$ cat src/common/mpfm_defines.vh
// Register map, field layout, reset values and timing constants of the protection monitor.
`ifndef MPFM_DEFINES_VH
`define MPFM_DEFINES_VH

`define MPFM_ADDR_W 8
`define MPFM_OFF_CTRL 8'h00
`define MPFM_OFF_IMB_THR 8'h04
`define MPFM_OFF_GF_THR 8'h08
`define MPFM_OFF_OV_THR 8'h0C
`define MPFM_OFF_UV_THR 8'h10
`define MPFM_OFF_VDELAY 8'h14
`define MPFM_OFF_FLA 8'h18
`define MPFM_OFF_RATED_V 8'h1C
`define MPFM_OFF_STATUS 8'h20
`define MPFM_OFF_IRQ_STAT 8'h24
`define MPFM_OFF_IRQ_MASK 8'h28

`define MPFM_CTRL_FAULT_CLR 0
`define MPFM_CTRL_LOAD_DEF 1

`define MPFM_ST_FAULT 0
`define MPFM_ST_IMB_ALARM 1
`define MPFM_ST_GF_COND 2
`define MPFM_ST_VOLT_ALARM 3
`define MPFM_ST_VFAULT_OV 4
`define MPFM_ST_VFAULT_UV 5
`define MPFM_ST_PHASE_LO 6
`define MPFM_ST_CODE_LO 8

`define MPFM_IRQ_FAULT 0
`define MPFM_IRQ_IMB 1
`define MPFM_IRQ_GF 2
`define MPFM_IRQ_VOLT 3
`define MPFM_IRQ_W 4

`define MPFM_IMB_DEF 6'h0F
`define MPFM_IMB_MIN 6'h05
`define MPFM_IMB_MAX 6'h28
`define MPFM_GF_DEF 7'h00
`define MPFM_GF_MIN 7'h05
`define MPFM_GF_MAX 7'h64
`define MPFM_OV_DEF 6'h00
`define MPFM_OV_MIN 6'h01
`define MPFM_OV_MAX 6'h28
`define MPFM_UV_DEF 6'h00
`define MPFM_UV_MIN 6'h01
`define MPFM_UV_MAX 6'h28
`define MPFM_VDELAY_DEF 10'h001
`define MPFM_VDELAY_MIN 10'h001
`define MPFM_VDELAY_MAX 10'h384
`define MPFM_FLA_DEF 16'h0064
`define MPFM_RATED_V_DEF 16'h01E0
`define MPFM_IRQ_MASK_DEF 4'h0

`define MPFM_FAULT_NONE 6'h00
`define MPFM_FAULT_IMB 6'h25
`define MPFM_FAULT_GF 6'h26
`define MPFM_FAULT_OV 6'h30
`define MPFM_FAULT_UV 6'h31

`define MPFM_PCT_FULL 32'h00000064

`define MPFM_CLK_HZ 100000000
`define MPFM_IMB_PERSIST_S 10
`define MPFM_GF_PERSIST_S 3
`define MPFM_TENTHS_PER_S 10

`define MPFM_RESP_OKAY 2'h0
`define MPFM_RESP_SLVERR 2'h2

`endif

$ cat src/verilog/mpfm_monitor.v
// Motor protection monitor top: settings over AXI4-Lite, trip timers, fault latch, alarms.
//
// The register offsets and register access over AXI4-Lite were chosen for this implementation.
`timescale 1ns/1ps
`include "mpfm_defines.vh"

module mpfm_monitor
#(
    parameter [33:0] IMB_CYCLES = `MPFM_IMB_PERSIST_S * `MPFM_CLK_HZ,
    parameter [33:0] GF_CYCLES = `MPFM_GF_PERSIST_S * `MPFM_CLK_HZ,
    parameter [33:0] TENTH_CYCLES = `MPFM_CLK_HZ / `MPFM_TENTHS_PER_S
)
(
    // Clock and reset
    input wire clock_i,
    input wire reset_n_i,
    // AXI4-Lite write address and data
    input wire [7:0] s_axi_awaddr,
    input wire s_axi_awvalid,
    output wire s_axi_awready,
    input wire [31:0] s_axi_wdata,
    input wire [3:0] s_axi_wstrb,
    input wire s_axi_wvalid,
    output wire s_axi_wready,
    // AXI4-Lite write response
    output wire [1:0] s_axi_bresp,
    output wire s_axi_bvalid,
    input wire s_axi_bready,
    // AXI4-Lite read
    input wire [7:0] s_axi_araddr,
    input wire s_axi_arvalid,
    output wire s_axi_arready,
    output wire [31:0] s_axi_rdata,
    output wire [1:0] s_axi_rresp,
    output wire s_axi_rvalid,
    input wire s_axi_rready,
    // Phase measurements
    input wire [15:0] cur_a_i,
    input wire [15:0] cur_b_i,
    input wire [15:0] cur_c_i,
    input wire signed [15:0] inst_a_i,
    input wire signed [15:0] inst_b_i,
    input wire signed [15:0] inst_c_i,
    input wire [15:0] volt_a_i,
    input wire [15:0] volt_b_i,
    input wire [15:0] volt_c_i,
    input wire running_i,
    // Motor and relay outputs
    output wire stop_motor_o,
    output wire [5:0] fault_code_o,
    output wire imb_alarm_o,
    output wire volt_alarm_o,
    output wire gf_relay_o,
    output wire irq_o
);
    reg [5:0] imb_thr_q;
    reg [6:0] gf_thr_q;
    reg [5:0] ov_thr_q;
    reg [5:0] uv_thr_q;
    reg [9:0] vdelay_q;
    reg [15:0] full_load_amps_q;
    reg [15:0] rated_v_q;
    reg [3:0] irq_mask_q;
    reg [3:0] irq_stat_q;
    reg [3:0] irq_stat_d;
    reg fault_q;
    reg [5:0] fault_code_q;
    reg vfault_ov_q;
    reg vfault_uv_q;
    reg [1:0] vfault_phase_q;
    reg imb_alarm_q;
    reg volt_alarm_q;
    reg gf_cond_q;
    reg irq_q;

    reg aw_hold_q;
    reg [7:0] awaddr_q;
    reg w_hold_q;
    reg [31:0] wdata_q;
    reg [3:0] wstrb_q;
    reg bvalid_q;
    reg [1:0] bresp_q;
    reg rvalid_q;
    reg [31:0] rdata_q;
    reg [1:0] rresp_q;

    // Keeps the stored bytes whose strobe is low.
    function [15:0] merge16;
        input [15:0] old_v;
        input [15:0] new_v;
        input [1:0] strb;
        begin
            merge16[7:0] = strb[0] ? new_v[7:0] : old_v[7:0];
            merge16[15:8] = strb[1] ? new_v[15:8] : old_v[15:8];
        end
    endfunction

    // Imbalance detection.
    wire imb_over;
    wire imb_expired;

    mpfm_imbalance u_imbalance
    (
        .cur_a_i(cur_a_i),
        .cur_b_i(cur_b_i),
        .cur_c_i(cur_c_i),
        .full_load_amps_i(full_load_amps_q),
        .thr_i(imb_thr_q),
        .over_o(imb_over)
    );

    mpfm_persist_timer u_imb_timer
    (
        .clock_i(clock_i),
        .reset_n_i(reset_n_i),
        .cond_i(imb_over),
        .limit_i(IMB_CYCLES),
        .expired_o(imb_expired)
    );

    // Ground fault from the instantaneous residual.
    wire signed [17:0] resid = {{2{inst_a_i[15]}}, inst_a_i} + {{2{inst_b_i[15]}}, inst_b_i}
        + {{2{inst_c_i[15]}}, inst_c_i};
    wire [17:0] resid_abs = resid[17] ? (18'h00000 - resid) : resid;
    wire [31:0] gf_lhs = {14'h0000, resid_abs} * `MPFM_PCT_FULL;
    wire [31:0] gf_rhs = {16'h0000, full_load_amps_q} * {25'h0000000, gf_thr_q};
    wire gf_over = (gf_thr_q != 7'h00) && (gf_lhs > gf_rhs);
    wire gf_expired;

    mpfm_persist_timer u_gf_timer
    (
        .clock_i(clock_i),
        .reset_n_i(reset_n_i),
        .cond_i(gf_over),
        .limit_i(GF_CYCLES),
        .expired_o(gf_expired)
    );

    // Voltage checks against the rated line voltage, only while running.
    wire [31:0] ov_lim = {16'h0000, rated_v_q} * ({26'h0000000, ov_thr_q} + `MPFM_PCT_FULL);
    wire [31:0] uv_lim = {16'h0000, rated_v_q} * (`MPFM_PCT_FULL - {26'h0000000, uv_thr_q});
    wire [31:0] va100 = {16'h0000, volt_a_i} * `MPFM_PCT_FULL;
    wire [31:0] vb100 = {16'h0000, volt_b_i} * `MPFM_PCT_FULL;
    wire [31:0] vc100 = {16'h0000, volt_c_i} * `MPFM_PCT_FULL;
    wire ov_en = running_i && (ov_thr_q != 6'h00);
    wire uv_en = running_i && (uv_thr_q != 6'h00);
    wire [2:0] ov_ph = ov_en ? {vc100 > ov_lim, vb100 > ov_lim, va100 > ov_lim} : 3'h0;
    wire [2:0] uv_ph = uv_en ? {vc100 < uv_lim, vb100 < uv_lim, va100 < uv_lim} : 3'h0;
    wire volt_cond = (ov_ph != 3'h0) || (uv_ph != 3'h0);
    wire [2:0] v_ph = (ov_ph != 3'h0) ? ov_ph : uv_ph;
    wire [1:0] v_phase = v_ph[0] ? 2'h1 : (v_ph[1] ? 2'h2 : 2'h3);
    wire [33:0] vlimit = {24'h000000, vdelay_q} * TENTH_CYCLES;
    wire volt_expired;

    mpfm_persist_timer u_volt_timer
    (
        .clock_i(clock_i),
        .reset_n_i(reset_n_i),
        .cond_i(volt_cond),
        .limit_i(vlimit),
        .expired_o(volt_expired)
    );

    // Register bus decode.
    wire aw_take = s_axi_awvalid && s_axi_awready;
    wire w_take = s_axi_wvalid && s_axi_wready;
    wire wr_go = aw_hold_q && w_hold_q && !bvalid_q;
    wire ar_take = s_axi_arvalid && s_axi_arready;
    wire wr_ctrl = wr_go && (awaddr_q == `MPFM_OFF_CTRL) && wstrb_q[0];
    wire fault_clr = wr_ctrl && wdata_q[`MPFM_CTRL_FAULT_CLR];
    wire load_def = wr_ctrl && wdata_q[`MPFM_CTRL_LOAD_DEF];
    wire [15:0] wmerge_vd = merge16({6'h00, vdelay_q}, wdata_q[15:0], wstrb_q[1:0]);
    wire [15:0] wmerge_fla = merge16(full_load_amps_q, wdata_q[15:0], wstrb_q[1:0]);
    wire [15:0] wmerge_rv = merge16(rated_v_q, wdata_q[15:0], wstrb_q[1:0]);
    wire [7:0] wb = wdata_q[7:0];
    wire wr_lo = wr_go && wstrb_q[0];
    reg addr_ok;

    always @*
    begin
        case (awaddr_q)
            `MPFM_OFF_CTRL, `MPFM_OFF_IMB_THR, `MPFM_OFF_GF_THR, `MPFM_OFF_OV_THR,
            `MPFM_OFF_UV_THR, `MPFM_OFF_VDELAY, `MPFM_OFF_FLA, `MPFM_OFF_RATED_V,
            `MPFM_OFF_STATUS, `MPFM_OFF_IRQ_STAT, `MPFM_OFF_IRQ_MASK: addr_ok = 1'b1;
            default: addr_ok = 1'b0;
        endcase
    end

    assign s_axi_awready = !aw_hold_q && !bvalid_q;
    assign s_axi_wready = !w_hold_q && !bvalid_q;
    assign s_axi_arready = !rvalid_q;

    always @(posedge clock_i or negedge reset_n_i)
    begin
        if (!reset_n_i)
        begin
            aw_hold_q <= 1'b0;
            awaddr_q <= 8'h00;
            w_hold_q <= 1'b0;
            wdata_q <= 32'h00000000;
            wstrb_q <= 4'h0;
            bvalid_q <= 1'b0;
            bresp_q <= `MPFM_RESP_OKAY;
        end
        else
        begin
            if (aw_take)
            begin
                aw_hold_q <= 1'b1;
                awaddr_q <= s_axi_awaddr;
            end
            if (w_take)
            begin
                w_hold_q <= 1'b1;
                wdata_q <= s_axi_wdata;
                wstrb_q <= s_axi_wstrb;
            end
            if (wr_go)
            begin
                aw_hold_q <= 1'b0;
                w_hold_q <= 1'b0;
                bvalid_q <= 1'b1;
                bresp_q <= addr_ok ? `MPFM_RESP_OKAY : `MPFM_RESP_SLVERR;
            end
            else if (bvalid_q && s_axi_bready)
                bvalid_q <= 1'b0;
        end
    end

    // Settings; a value outside its legal range is ignored and the old one kept.
    always @(posedge clock_i or negedge reset_n_i)
    begin
        if (!reset_n_i)
        begin
            imb_thr_q <= `MPFM_IMB_DEF;
            gf_thr_q <= `MPFM_GF_DEF;
            ov_thr_q <= `MPFM_OV_DEF;
            uv_thr_q <= `MPFM_UV_DEF;
            vdelay_q <= `MPFM_VDELAY_DEF;
            full_load_amps_q <= `MPFM_FLA_DEF;
            rated_v_q <= `MPFM_RATED_V_DEF;
            irq_mask_q <= `MPFM_IRQ_MASK_DEF;
        end
        else if (load_def)
        begin
            imb_thr_q <= `MPFM_IMB_DEF;
            gf_thr_q <= `MPFM_GF_DEF;
            ov_thr_q <= `MPFM_OV_DEF;
            uv_thr_q <= `MPFM_UV_DEF;
            vdelay_q <= `MPFM_VDELAY_DEF;
        end
        else if (wr_go)
        begin
            case (awaddr_q)
                `MPFM_OFF_IMB_THR:
                    if (wr_lo && wb[7:6] == 2'h0 && (wb[5:0] == 6'h00
                        || (wb[5:0] >= `MPFM_IMB_MIN && wb[5:0] <= `MPFM_IMB_MAX)))
                        imb_thr_q <= wb[5:0];
                `MPFM_OFF_GF_THR:
                    if (wr_lo && !wb[7] && (wb[6:0] == 7'h00
                        || (wb[6:0] >= `MPFM_GF_MIN && wb[6:0] <= `MPFM_GF_MAX)))
                        gf_thr_q <= wb[6:0];
                `MPFM_OFF_OV_THR:
                    if (wr_lo && wb[7:6] == 2'h0 && (wb[5:0] == 6'h00
                        || (wb[5:0] >= `MPFM_OV_MIN && wb[5:0] <= `MPFM_OV_MAX)))
                        ov_thr_q <= wb[5:0];
                `MPFM_OFF_UV_THR:
                    if (wr_lo && wb[7:6] == 2'h0 && (wb[5:0] == 6'h00
                        || (wb[5:0] >= `MPFM_UV_MIN && wb[5:0] <= `MPFM_UV_MAX)))
                        uv_thr_q <= wb[5:0];
                `MPFM_OFF_VDELAY:
                    if (wmerge_vd[15:10] == 6'h00 && wmerge_vd[9:0] >= `MPFM_VDELAY_MIN
                        && wmerge_vd[9:0] <= `MPFM_VDELAY_MAX)
                        vdelay_q <= wmerge_vd[9:0];
                `MPFM_OFF_FLA: full_load_amps_q <= wmerge_fla;
                `MPFM_OFF_RATED_V: rated_v_q <= wmerge_rv;
                `MPFM_OFF_IRQ_MASK:
                    if (wr_lo)
                        irq_mask_q <= wb[3:0];
                default: irq_mask_q <= irq_mask_q;
            endcase
        end
    end

    // Fault latch; the first fault holds until software clears it, a new trip beats the clear.
    wire any_trip = gf_expired || imb_expired || volt_expired;
    wire fault_new = any_trip && (!fault_q || fault_clr);

    always @(posedge clock_i or negedge reset_n_i)
    begin
        if (!reset_n_i)
        begin
            fault_q <= 1'b0;
            fault_code_q <= `MPFM_FAULT_NONE;
            vfault_ov_q <= 1'b0;
            vfault_uv_q <= 1'b0;
            vfault_phase_q <= 2'h0;
        end
        else if (fault_new)
        begin
            fault_q <= 1'b1;
            vfault_ov_q <= 1'b0;
            vfault_uv_q <= 1'b0;
            vfault_phase_q <= 2'h0;
            if (gf_expired)
                fault_code_q <= `MPFM_FAULT_GF;
            else if (imb_expired)
                fault_code_q <= `MPFM_FAULT_IMB;
            else
            begin
                // Over-voltage wins when both are present on the same cycle.
                fault_code_q <= (ov_ph != 3'h0) ? `MPFM_FAULT_OV : `MPFM_FAULT_UV;
                vfault_ov_q <= (ov_ph != 3'h0);
                vfault_uv_q <= (ov_ph == 3'h0);
                vfault_phase_q <= v_phase;
            end
        end
        else if (fault_clr)
        begin
            fault_q <= 1'b0;
            fault_code_q <= `MPFM_FAULT_NONE;
            vfault_ov_q <= 1'b0;
            vfault_uv_q <= 1'b0;
            vfault_phase_q <= 2'h0;
        end
    end

    // Alarms and events; status bits clear on read, but a same-cycle event survives.
    wire rd_irq = ar_take && (s_axi_araddr == `MPFM_OFF_IRQ_STAT);
    wire [3:0] irq_ev;

    assign irq_ev[`MPFM_IRQ_FAULT] = fault_new;
    assign irq_ev[`MPFM_IRQ_IMB] = imb_over && !imb_alarm_q;
    assign irq_ev[`MPFM_IRQ_GF] = gf_over && !gf_cond_q;
    assign irq_ev[`MPFM_IRQ_VOLT] = volt_cond && !volt_alarm_q;

    always @*
    begin
        irq_stat_d = irq_stat_q;
        if (rd_irq)
            irq_stat_d = 4'h0;
        irq_stat_d = irq_stat_d | irq_ev;
    end

    always @(posedge clock_i or negedge reset_n_i)
    begin
        if (!reset_n_i)
        begin
            imb_alarm_q <= 1'b0;
            volt_alarm_q <= 1'b0;
            gf_cond_q <= 1'b0;
            irq_stat_q <= 4'h0;
            irq_q <= 1'b0;
        end
        else
        begin
            imb_alarm_q <= imb_over;
            volt_alarm_q <= volt_cond;
            gf_cond_q <= gf_over;
            irq_stat_q <= irq_stat_d;
            irq_q <= (irq_stat_d & irq_mask_q) != 4'h0;
        end
    end

    // Register read path.
    reg [31:0] rd_mux;
    reg rd_ok;

    always @*
    begin
        rd_mux = 32'h00000000;
        rd_ok = 1'b1;
        case (s_axi_araddr)
            `MPFM_OFF_CTRL: rd_mux = 32'h00000000;
            `MPFM_OFF_IMB_THR: rd_mux = {26'h0000000, imb_thr_q};
            `MPFM_OFF_GF_THR: rd_mux = {25'h0000000, gf_thr_q};
            `MPFM_OFF_OV_THR: rd_mux = {26'h0000000, ov_thr_q};
            `MPFM_OFF_UV_THR: rd_mux = {26'h0000000, uv_thr_q};
            `MPFM_OFF_VDELAY: rd_mux = {22'h000000, vdelay_q};
            `MPFM_OFF_FLA: rd_mux = {16'h0000, full_load_amps_q};
            `MPFM_OFF_RATED_V: rd_mux = {16'h0000, rated_v_q};
            `MPFM_OFF_STATUS: rd_mux = {18'h00000, fault_code_q, vfault_phase_q, vfault_uv_q,
                vfault_ov_q, volt_alarm_q, gf_cond_q, imb_alarm_q, fault_q};
            `MPFM_OFF_IRQ_STAT: rd_mux = {28'h0000000, irq_stat_q};
            `MPFM_OFF_IRQ_MASK: rd_mux = {28'h0000000, irq_mask_q};
            default: rd_ok = 1'b0;
        endcase
    end

    always @(posedge clock_i or negedge reset_n_i)
    begin
        if (!reset_n_i)
        begin
            rvalid_q <= 1'b0;
            rdata_q <= 32'h00000000;
            rresp_q <= `MPFM_RESP_OKAY;
        end
        else if (ar_take)
        begin
            rvalid_q <= 1'b1;
            rdata_q <= rd_mux;
            rresp_q <= rd_ok ? `MPFM_RESP_OKAY : `MPFM_RESP_SLVERR;
        end
        else if (rvalid_q && s_axi_rready)
            rvalid_q <= 1'b0;
    end

    assign s_axi_bvalid = bvalid_q;
    assign s_axi_bresp = bresp_q;
    assign s_axi_rvalid = rvalid_q;
    assign s_axi_rdata = rdata_q;
    assign s_axi_rresp = rresp_q;
    assign stop_motor_o = fault_q;
    assign fault_code_o = fault_code_q;
    assign imb_alarm_o = imb_alarm_q;
    assign volt_alarm_o = volt_alarm_q;
    assign gf_relay_o = gf_cond_q;
    assign irq_o = irq_q;
endmodule

$ cat src/verilog/mpfm_persist_timer.v
// Persistence timer: reports expiry once its condition has held for the limit in cycles.
`timescale 1ns/1ps
module mpfm_persist_timer
(
    // Clock and reset
    input wire clock_i,
    input wire reset_n_i,
    // Condition and limit
    input wire cond_i,
    input wire [33:0] limit_i,
    // Expiry level
    output wire expired_o
);
    reg [33:0] count_q;
    reg [33:0] count_d;

    // A condition that drops restarts the count from zero, so only unbroken persistence trips.
    always @*
    begin
        count_d = count_q;
        if (!cond_i)
            count_d = 34'h000000000;
        else if (count_q < limit_i)
            count_d = count_q + 34'h000000001;
    end

    always @(posedge clock_i or negedge reset_n_i)
    begin
        if (!reset_n_i)
            count_q <= 34'h000000000;
        else
            count_q <= count_d;
    end

    assign expired_o = cond_i && (count_q >= limit_i);
endmodule

$ cat src/verilog/mpfm_imbalance.v
// Current imbalance comparator working on sums to avoid any division.
`timescale 1ns/1ps
module mpfm_imbalance
(
    // Phase currents and full load amps
    input wire [15:0] cur_a_i,
    input wire [15:0] cur_b_i,
    input wire [15:0] cur_c_i,
    input wire [15:0] full_load_amps_i,
    // Threshold in percent, zero is off
    input wire [5:0] thr_i,
    // Imbalance above threshold
    output wire over_o
);
    wire [17:0] sum = {2'h0, cur_a_i} + {2'h0, cur_b_i} + {2'h0, cur_c_i};
    wire [17:0] a3 = {2'h0, cur_a_i} * 18'h00003;
    wire [17:0] b3 = {2'h0, cur_b_i} * 18'h00003;
    wire [17:0] c3 = {2'h0, cur_c_i} * 18'h00003;
    wire [17:0] fla3 = {2'h0, full_load_amps_i} * 18'h00003;
    wire [17:0] dev_a = (sum >= a3) ? sum - a3 : a3 - sum;
    wire [17:0] dev_b = (sum >= b3) ? sum - b3 : b3 - sum;
    wire [17:0] dev_c = (sum >= c3) ? sum - c3 : c3 - sum;
    wire [17:0] dev_ab = (dev_a >= dev_b) ? dev_a : dev_b;
    wire [17:0] dev_max = (dev_ab >= dev_c) ? dev_ab : dev_c;
    // All terms are scaled by three, so the average never needs a divide.
    wire [17:0] denom3 = (sum > fla3) ? sum : fla3;
    wire [31:0] lhs = {14'h0000, dev_max} * `MPFM_PCT_FULL;
    wire [31:0] rhs = {14'h0000, denom3} * {26'h0000000, thr_i};

    assign over_o = (thr_i != 6'h00) && (lhs > rhs);
endmodule

$ cat config.mk
export PLATFORM = sky130hd
export DESIGN_NAME = mpfm_monitor
export DESIGN_NICKNAME = d
export VERILOG_FILES = /design/src/verilog/mpfm_monitor.v /design/src/verilog/mpfm_persist_timer.v /design/src/verilog/mpfm_imbalance.v
export VERILOG_INCLUDE_DIRS = /design/src /design/src/common
export SDC_FILE = /design/constraint.sdc
export NUM_CORES = 2
export LEC_CHECK = 0
export ABC_AREA = 1
export BUFFER_PORTS_ARGS = -buffer_cell sky130_fd_sc_hd__buf_2
export CORE_ASPECT_RATIO = 0.9
export CORE_MARGIN = 5
export CORE_UTILIZATION = 35
export DETAILED_ROUTE_END_ITERATION = 12
export GPL_TIMING_DRIVEN = 0
export PLACE_DENSITY = 0.54
export SLEW_MARGIN = 20
export SYNTH_ARGS = -nofsm -noshare
export SYNTH_HDL_FRONTEND = slang
export SYNTH_SLANG_ARGS = --single-unit
$ cat constraint.sdc
create_clock -name clock_i -period 26.4 [get_ports clock_i]
set_input_delay 7.92 -clock clock_i [delete_from_list [all_inputs] [get_ports clock_i]]
set_output_delay 7.92 -clock clock_i [all_outputs]
set_load 0.1 [all_outputs]
Yosys cells after proc, flatten, opt, wreduce, memory -nomap -nowiden:

Index checks and enable logic that the tools add are counted.

* flip-flop bits (word level): 258
* bits in latches: 0
* memory bits (writable): 0
* memory bits (read-only): 0
* bits of input ports: 204
* output and inout port bits: 52
* memories kept: 0

* $add $sub $neg: 16
* $mul: 14
* divide/modulo/power cells: 0
* magnitude comparators: 27
* eq/ne operators: 23
* shift-type cells: 0
* multiplexer cells: 70
* bitwise gates (word level): 3
* reductions and logical operators: 93

Operator list (count)
* 2-to-1 mux 34 bit: 6
* one-hot mux 16 bit (10 select lines): 1
* 2-to-1 mux 18 bit: 7
* subtractor 18 bit: 6
* adder 34 x 1 -> 34 bit (second input constant): 3
* less-than comparator 23 x 32 -> 1 bit: 3
* >= comparator 18 bit: 5
* 2-to-1 mux 6 bit: 13
* > comparator 23 x 24 -> 1 bit: 3
* multiplier 16 x 2 -> 18 bit (second input constant): 4
* equality test 8 x 5 -> 1 bit (second input constant): 8
* multiplier 16 x 5 -> 21 bit (second input constant): 3
* equality test 8 x 6 -> 1 bit (second input constant): 6
* multiplier 18 x 5 -> 23 bit (second input constant): 2
* 2-to-1 mux 10 bit: 4
* logical AND 1 bit: 36
* adder 16 x 16 -> 17 bit: 2
* >= comparator 34 x 29 -> 1 bit (second input constant): 1
* >= comparator 34 x 30 -> 1 bit (second input constant): 1
* >= comparator 34 bit: 1
* less-than comparator 34 x 29 -> 1 bit (second input constant): 1
* less-than comparator 34 x 30 -> 1 bit (second input constant): 1
* less-than comparator 34 bit: 1
* equality test 8 x 4 -> 1 bit (second input constant): 4
* 48 further kinds: 124

Longest topological paths before layout:

* depth after elaboration: 18
* depth in mapped cells: 97
* mapped depth without buffers: 94

Hierarchy:

From an unflattened synthesis, not the netlist that was laid out.

* cells, all modules: 8437
* area total of the unflattened synthesis: 59205.5 µm²

By module, submodules not included
* mpfm_monitor: times used 1, cells an instance 4252, area each 32099.5 µm², sequential area each 3418.3 µm²
* mpfm_imbalance: times used 1, cells an instance 2525, area each 16614.7 µm², sequential area each 0.0 µm²
* mpfm_persist_timer at u_gf_timer ...: times used 2, cells an instance 553, area each 3495.9 µm², sequential area each 850.8 µm²
* mpfm_persist_timer at u_volt_timer: times used 1, cells an instance 554, area each 3499.6 µm², sequential area each 850.8 µm²

Worst setup path before layout:

Ideal clock, no wire load.

* kind: in2reg
* from: in cur_a_i[2]
* to: reg fault_code_q[0] (netlist: fault_code_o[0])
* library setup time: 123 ps
* arrival: 20593 ps
* data required time: 26277 ps
* path slack: 5684 ps
* cell stages on the path: 91
* buffers on the path: 5
* cells stage by stage: ha_1 > a21oi_1 > nand2_1 > a21oi_1 > o21ai_0 > a21o_1 > a21oi_1 > xnor2_1 > ha_1 > nand2_1 > inv_2 > nand2_1 > nand2_1 > a21oi_1 > xor2_1 > inv_1 > ha_1 > clkbuf_1 > [... 55 more ...] > o21ai_0 > nand2_1 > nand2_1 > nand2_1 > ha_1 > nand2_1 > nor2_1 > nand4_1 > inv_1 > nand2_1 > o221ai_1 > a21oi_1 > a32oi_1 > nand3_2 > nand3_2 > nand2_2 > nand3_1 > nand2_1

* longest elaborated chain between the ends: 16

RTL lines
* start: declaration: line mpfm_monitor.v:38 `input wire [15:0] cur_a_i,`
* parallel branches: the longest is 9 deep, another holds multiplier 18 x 5 -> 23 bit
* > comparator 25 x 24 -> 1 bit *: line mpfm_imbalance.v:30 `assign over_o = (thr_i != 6'h00) && (lhs > rhs);`
* logical AND 1 bit *: line mpfm_imbalance.v:30
* logical AND 1 bit *: line mpfm_persist_timer.v:35 `assign expired_o = cond_i && (count_q >= limit_i);`
* logical OR 1 bit (2 in series): line mpfm_monitor.v:286 `wire any_trip = gf_expired || imb_expired || volt_expired;`
* logical AND 1 bit: line mpfm_monitor.v:287 `wire fault_new = any_trip && (!fault_q || fault_clr);`
* 2-to-1 mux 6 bit / nonzero test 2 bit (equally long branches)
* end signal: assignment: line mpfm_monitor.v:294 `` fault_code_q <= `MPFM_FAULT_NONE; ``
* end signal: assignment: line mpfm_monitor.v:306 `` fault_code_q <= `MPFM_FAULT_GF; ``
* end signal: assignment: line mpfm_monitor.v:308 `` fault_code_q <= `MPFM_FAULT_IMB; ``
* end: declaration: line mpfm_monitor.v:67 `reg [5:0] fault_code_q;`

Mark *: on every way between the ends.
A chain may end at the register's enable or synchronous reset.

Worst setup path after layout:

* from: in cur_a_i[2]
* to: reg irq_q (netlist: irq_o)

* longest elaborated chain between the ends: 18

RTL lines
* parallel branches: the longest is 9 deep, another holds multiplier 18 x 5 -> 23 bit
* > comparator 25 x 24 -> 1 bit *: line mpfm_imbalance.v:30
* logical AND 1 bit *: line mpfm_imbalance.v:30
* logical AND 1 bit *: line mpfm_persist_timer.v:35
* logical OR 1 bit * (2 in series): line mpfm_monitor.v:286
* logical AND 1 bit *: line mpfm_monitor.v:287
* OR 4 bit *: line mpfm_monitor.v:342 `irq_stat_d = irq_stat_d | irq_ev;`
* named net irq_stat_d[0]: line mpfm_monitor.v:65 `reg [3:0] irq_stat_d;`
* bitwise AND 4 bit *: line mpfm_monitor.v:361 `irq_q <= (irq_stat_d & irq_mask_q) != 4'h0;`
* nonzero test 4 bit *: line mpfm_monitor.v:361
* end signal: assignment: line mpfm_monitor.v:353 `irq_q <= 1'b0;`
* end signal: assignment: line mpfm_monitor.v:361
* end: declaration: line mpfm_monitor.v:74 `reg irq_q;`

Mark *: on every way through the listed nets, which the timed path passes.

==> impl_results.html <==
<table>
<tr><th>Metric</th><th>Value</th></tr>
<tr><th colspan="2">Timing</th></tr>
<tr><td>Part of the cycle the worst path needs</td><td>94.64%</td></tr>
<tr><td>Setup repair after global routing missed its margin</td><td>no</td></tr>
<tr><td>Slew of the pin with the lowest slew margin</td><td>1.173 ns</td></tr>
<tr><td>Upper clock frequency limit</td><td>40.03 MHz</td></tr>
<tr><td>Max-slew headroom</td><td>21.52%</td></tr>
<tr><td>Count of final setup violators</td><td>0</td></tr>
<tr><td>Final Worst Setup Slack</td><td>1.416 ns</td></tr>
<tr><td>Aggregate negative setup slack</td><td>0 ns</td></tr>
<tr><td>Number of failing hold endpoints at the final stage</td><td>0</td></tr>
<tr><td>Final critical path time including I/O delays and setup</td><td>24.98 ns</td></tr>
<tr><td>Min Hold Slack</td><td>0.4766 ns</td></tr>
<tr><td>Clock Skew</td><td>0.01257 ns</td></tr>
<tr><td>Count of pins over their slew limit</td><td>0</td></tr>
<tr><th colspan="2">Global routing</th></tr>
<tr><td>Total overflow reported by the global router</td><td>0</td></tr>
<tr><td>Vias in the first global route</td><td>48540</td></tr>
<tr><td>Number of antenna violations at the first check in global routing</td><td>14</td></tr>
<tr><td>Largest net degree at the start of global routing</td><td>97</td></tr>
<tr><td>First-pass GRT wire length</td><td>266900 um</td></tr>
<tr><td>All-Layer GR Usage</td><td>20.39%</td></tr>
<tr><th colspan="2">Critical path</th></tr>
<tr><td>Beginning of the worst register-to-register path</td><td>full_load_amps_q[0]$_DFFE_PN0P_</td></tr>
<tr><td>CP Data Arrival Time</td><td>25.50 ns</td></tr>
<tr><td>Worst reg2reg path endpoint</td><td>irq_o$_DFF_PN0_</td></tr>
<tr><td>Critical Path Fanout Max</td><td>10</td></tr>
<tr><td>Launching element type of the critical path</td><td>input pin</td></tr>
<tr><td>Slack of the worst reg-to-reg path</td><td>14.98 ns</td></tr>
<tr><td>CP most frequent cell</td><td>sky130_fd_sc_hd__nand2_1</td></tr>
<tr><td>Critical Path RT</td><td>26.92 ns</td></tr>
<tr><td>Category of the critical setup timing path</td><td>input pin to flop</td></tr>
<tr><td>Cell with the largest stage delay on the worst path</td><td>sky130_fd_sc_hd__xor2_2</td></tr>
<tr><td>Worst setup path start</td><td>cur_a_i[2]</td></tr>
<tr><td>Worst stage delay on the critical path</td><td>0.66 ns</td></tr>
<tr><td>Cells on worst reg2reg path</td><td>58</td></tr>
<tr><td>Worst Setup End Kind</td><td>flop</td></tr>
<tr><td>Critical path destination</td><td>irq_o$_DFF_PN0_</td></tr>
<tr><th colspan="2">Place</th></tr>
<tr><td>Detail Placement HPWL</td><td>146000 um</td></tr>
<tr><td>Cell area after placement</td><td>57610 um^2</td></tr>
<tr><td>Final estimated routing congestion in global placement</td><td>0.9364</td></tr>
<tr><td>Number of I/O port buffers</td><td>218</td></tr>
<tr><td>Placement Setup Slack</td><td>0.4731 ns</td></tr>
<tr><th colspan="2">Floorplan</th></tr>
<tr><td>Number of placed I/O pins</td><td>256</td></tr>
<tr><td>Row count</td><td>136</td></tr>
<tr><td>Area inside the core boundary</td><td>152800 um^2</td></tr>
<tr><td>Initial Utilization</td><td>35.23%</td></tr>
<tr><td>Die W</td><td>423.4 um</td></tr>
<tr><td>Die outline area</td><td>161800 um^2</td></tr>
<tr><td>Floorplan die height</td><td>382.1 um</td></tr>
<tr><th colspan="2">Clock tree</th></tr>
<tr><td>CTS H-tree depth</td><td>1</td></tr>
<tr><td>Clock tree buffer depth</td><td>3</td></tr>
<tr><td>TritonCTS Buffers</td><td>30</td></tr>
<tr><td>Count of hold-fix buffers inserted at cts</td><td>0</td></tr>
<tr><td>Sink Count</td><td>238</td></tr>
<tr><td>CTS root buffer</td><td>sky130_fd_sc_hd__clkbuf_16</td></tr>
<tr><td>Clock edge transition at the registers on the reported setup and hold paths</td><td>0.06 ns</td></tr>
<tr><td>Insertion delay to the later sink of the worst-skew pair</td><td>0.59 ns</td></tr>
<tr><td>CTS tree</td><td>built</td></tr>
<tr><th colspan="2">Detailed routing</th></tr>
<tr><td>Number of DRC violations after detailed-routing iteration 0</td><td>3013</td></tr>
<tr><td>Routed wire length per instance</td><td>17.27 um</td></tr>
<tr><td>Drt total wl</td><td>168500 um</td></tr>
<tr><td>Remaining antenna violation count</td><td>0</td></tr>
<tr><td>Number of design rule violations left after detail routing</td><td>0</td></tr>
<tr><td>Detailed-route via count</td><td>49190</td></tr>
<tr><td>Average via count per standard cell</td><td>5.042</td></tr>
<tr><td>DRT Pass-1 Iters</td><td>6</td></tr>
<tr><th colspan="2">Logic synthesis</th></tr>
<tr><td>#FFs+latches synth</td><td>238</td></tr>
<tr><td>Async S/R FF share, synth</td><td>100.0%</td></tr>
<tr><td>Part of the Yosys area used for sequential elements</td><td>11.09%</td></tr>
<tr><td>Top_reg_cell synth</td><td>sky130_fd_sc_hd__dfrtp_1</td></tr>
<tr><td>Area of the mapped netlist</td><td>53830 um^2</td></tr>
<tr><td>Synthesis Warnings</td><td>0</td></tr>
<tr><td>Number of standard cells after synthesis</td><td>7454</td></tr>
<tr><td>Mean cell area of the mapped netlist</td><td>7.222 um^2</td></tr>
<tr><td>Number of enable-type register cells in the synthesized netlist</td><td>0</td></tr>
<tr><td>Cell variety after synth</td><td>72</td></tr>
<tr><th colspan="2">Finish</th></tr>
<tr><td>Net total in the final layout</td><td>9327</td></tr>
<tr><td>Flip-flop and latch area</td><td>5971 um^2</td></tr>
<tr><td>Layout cell share with drive strength beyond 1</td><td>5.316%</td></tr>
<tr><td>Layout Cell Area excl Fill</td><td>58690 um^2</td></tr>
<tr><td>Area growth from synthesis to layout</td><td>9.023%</td></tr>
<tr><td>Area used by multi-input combinational logic</td><td>41680 um^2</td></tr>
<tr><td>Count of fill cells added during filler insertion</td><td>16390</td></tr>
<tr><th colspan="2">Worst hold path</th></tr>
<tr><td>Classification of the worst-slack hold path</td><td>flop to flop</td></tr>
<tr><td>Hold Path Cell Cnt</td><td>2</td></tr>
<tr><th colspan="2">Status</th></tr>
<tr><td>Outcome</td><td>complete, no violations</td></tr>
<tr><th colspan="2">Run</th></tr>
<tr><td>Number of maximum-capacitance violations</td><td>0</td></tr>
</table>
[per-stage QoR]
stage,utilization [%],instances
finish,38.41,9756
global route,38.40,9754
CTS,38.38,9749
detailed placement,37.70,9694
global placement,37.62,9691
floorplan,-,7472
[worst max-delay path, delay by kind of cell]
kind / cells / cell delay (ns)
simple gates: 39 / 5.10
compound gates: 28 / 5.57
xor+xnor: 2 / 0.87
buf+inv: 13 / 2.46
fa+ha+maj: 10 / 3.57
[what timing repair did]
item | CTS | global route
endpoints found under the setup margin | 0 | 39
resized for setup | 0 | 2
setup buffers | 0 | 2
[cells by family (layout without fill, tap and decap cells)]
family	after synthesis	in the layout	share of synthesized area, %
AND/OR/NAND/NOR	2620	2620	20.34
buffers and inverters	1645	1923	11.69
adder cells (fa/ha/maj)	1396	1396	38.12
AO/OA/AOI/OAI	1149	1149	12.08
XOR/XNOR	400	400	6.557
flip-flops	238	238	11.09
multiplexers	5	5	0.1046
other	1	24	0.006966
[flip-flops by register name (all words and copies together) (netlist names), 2 cells and up]
name and flops:
vfault_phase_q 2, u_gf_timer.count_q 34, wdata_q 16, imb_thr_q 6, u_volt_timer.count_q 34, wstrb_q 2
irq_stat_q 4, irq_mask_q 4, fault_code_o 4, u_imb_timer.count_q 34, awaddr_q 8, uv_thr_q 6
s_axi_rdata 16, ov_thr_q 6, gf_thr_q 7, vdelay_q 10, full_load_amps_q 16, rated_v_q 16
[metal layers]
metal / share of wire (%) / GRT usage [%]
met4: 2.7 / 4.772
met3: 4.5 / 1.600
met5: 0 / 0
met1: 46 / 27.84
met2: 47 / 35.12
[how the worst min path moves through the flow]
stage / startpoint / end / slack, ns
4_1_cts: s_axi_rdata[14]$_DFFE_PN0P_ / s_axi_rdata[14]$_DFFE_PN0P_ / 0.48
6_report: s_axi_rdata[14]$_DFFE_PN0P_ / s_axi_rdata[14]$_DFFE_PN0P_ / 0.48
3_3_place_gp: s_axi_rdata[6]$_DFFE_PN0P_ / s_axi_rdata[6]$_DFFE_PN0P_ / 0.46
3_5_place_dp: s_axi_rdata[14]$_DFFE_PN0P_ / s_axi_rdata[14]$_DFFE_PN0P_ / 0.46
5_1_grt: u_gf_timer.count_q[32]$_DFFE_PN0P_ / u_gf_timer.count_q[32]$_DFFE_PN0P_ / 0.51
2_1_floorplan: irq_mask_q[2]$_DFFE_PN0P_ / irq_mask_q[2]$_DFFE_PN0P_ / 0.45
[cell usage in the layout (no fill, tap or decap), types with 16 or more instances in the layout]
master / Yosys / routed
sky130_fd_sc_hd__buf_1: 18 / 18
sky130_fd_sc_hd__o21ai_1: 35 / 35
sky130_fd_sc_hd__buf_2: 6 / 223
sky130_fd_sc_hd__xnor2_1: 124 / 122
sky130_fd_sc_hd__xor2_1: 274 / 270
sky130_fd_sc_hd__clkbuf_16: 0 / 30
sky130_fd_sc_hd__conb_1: 1 / 19
sky130_fd_sc_hd__fa_1: 407 / 407
sky130_fd_sc_hd__ha_1: 989 / 989
sky130_fd_sc_hd__nor3_1: 97 / 97
sky130_fd_sc_hd__nand2_2: 18 / 18
sky130_fd_sc_hd__a31oi_1: 43 / 43
sky130_fd_sc_hd__a21o_1: 23 / 23
sky130_fd_sc_hd__a21boi_0: 17 / 16
sky130_fd_sc_hd__o31ai_1: 25 / 25
sky130_fd_sc_hd__o21ai_0: 309 / 309
sky130_fd_sc_hd__a21oi_1: 524 / 524
sky130_fd_sc_hd__nand2_1: 1550 / 1550
sky130_fd_sc_hd__a211oi_1: 22 / 22
sky130_fd_sc_hd__o21a_1: 16 / 16
sky130_fd_sc_hd__nand4_1: 90 / 90
sky130_fd_sc_hd__nor2_1: 498 / 497
sky130_fd_sc_hd__nor4_1: 33 / 33
sky130_fd_sc_hd__buf_4: 22 / 24
sky130_fd_sc_hd__nand3_1: 260 / 260
sky130_fd_sc_hd__dfrtp_1: 226 / 226
sky130_fd_sc_hd__clkbuf_1: 111 / 115
sky130_fd_sc_hd__inv_1: 1466 / 1466
sky130_fd_sc_hd__o21bai_1: 50 / 50
[synthesized netlist by cell type (5+ instances only)]
master                         n  area share [%]
sky130_fd_sc_hd__a21oi_1     524             4.9
sky130_fd_sc_hd__o211ai_1     15            0.21
sky130_fd_sc_hd__nand3_1     260             2.4
sky130_fd_sc_hd__nor4_1       33            0.38
sky130_fd_sc_hd__o22ai_1      10            0.12
sky130_fd_sc_hd__nand3b_1      6           0.084
sky130_fd_sc_hd__a31oi_1      43            0.50
sky130_fd_sc_hd__dfrtp_1     226              11
sky130_fd_sc_hd__ha_1        989              23
sky130_fd_sc_hd__o21ai_1      35            0.33
sky130_fd_sc_hd__nand4_1      90             1.0
sky130_fd_sc_hd__inv_2        12           0.084
sky130_fd_sc_hd__and2_1        9            0.10
sky130_fd_sc_hd__a221oi_1     12            0.20
sky130_fd_sc_hd__o221ai_1     13            0.21
sky130_fd_sc_hd__nand2_2      18            0.21
sky130_fd_sc_hd__o31ai_1      25            0.35
sky130_fd_sc_hd__clkinv_1      6           0.042
sky130_fd_sc_hd__inv_1      1466              10
sky130_fd_sc_hd__or2_2        14            0.16
sky130_fd_sc_hd__dfstp_2      12            0.59
sky130_fd_sc_hd__nand2_1    1550              11
sky130_fd_sc_hd__fa_1        407              15
sky130_fd_sc_hd__o21ai_0     309             2.9
sky130_fd_sc_hd__buf_1        18            0.13
sky130_fd_sc_hd__buf_2         6           0.056
sky130_fd_sc_hd__nor3_1       97            0.90
sky130_fd_sc_hd__nand3_2       7            0.13
sky130_fd_sc_hd__o2111ai_1     9            0.15
sky130_fd_sc_hd__nor3b_1      14            0.20
sky130_fd_sc_hd__mux2_2        5            0.10
sky130_fd_sc_hd__xnor2_1     124             2.0
sky130_fd_sc_hd__a21o_1       23            0.32
sky130_fd_sc_hd__o21a_1       16            0.22
sky130_fd_sc_hd__a21boi_0     17            0.24
sky130_fd_sc_hd__buf_4        22            0.31
sky130_fd_sc_hd__a211oi_1     22            0.31
sky130_fd_sc_hd__o21bai_1     50            0.70
sky130_fd_sc_hd__nor2_1      498             3.5
sky130_fd_sc_hd__xor2_1      274             4.5
sky130_fd_sc_hd__clkbuf_1    111            0.77
[final cells by class]
type | count | share of cell area, %
sequential | 238 | 10.17
timing repair buffer | 223 | 2.015
clock inverter | 16 | 0.3496
tap | 2001 | 4.266
multi-input combinational | 5589 | 71.03
inverter | 1484 | 9.492
buffer | 161 | 1.234
antenna | 5 | 0.02132
clock buffer | 39 | 1.422
Power is left out: the tool's default activity adds up to more than one toggle a clock period on the data nets, which glitch-free logic cannot reach.
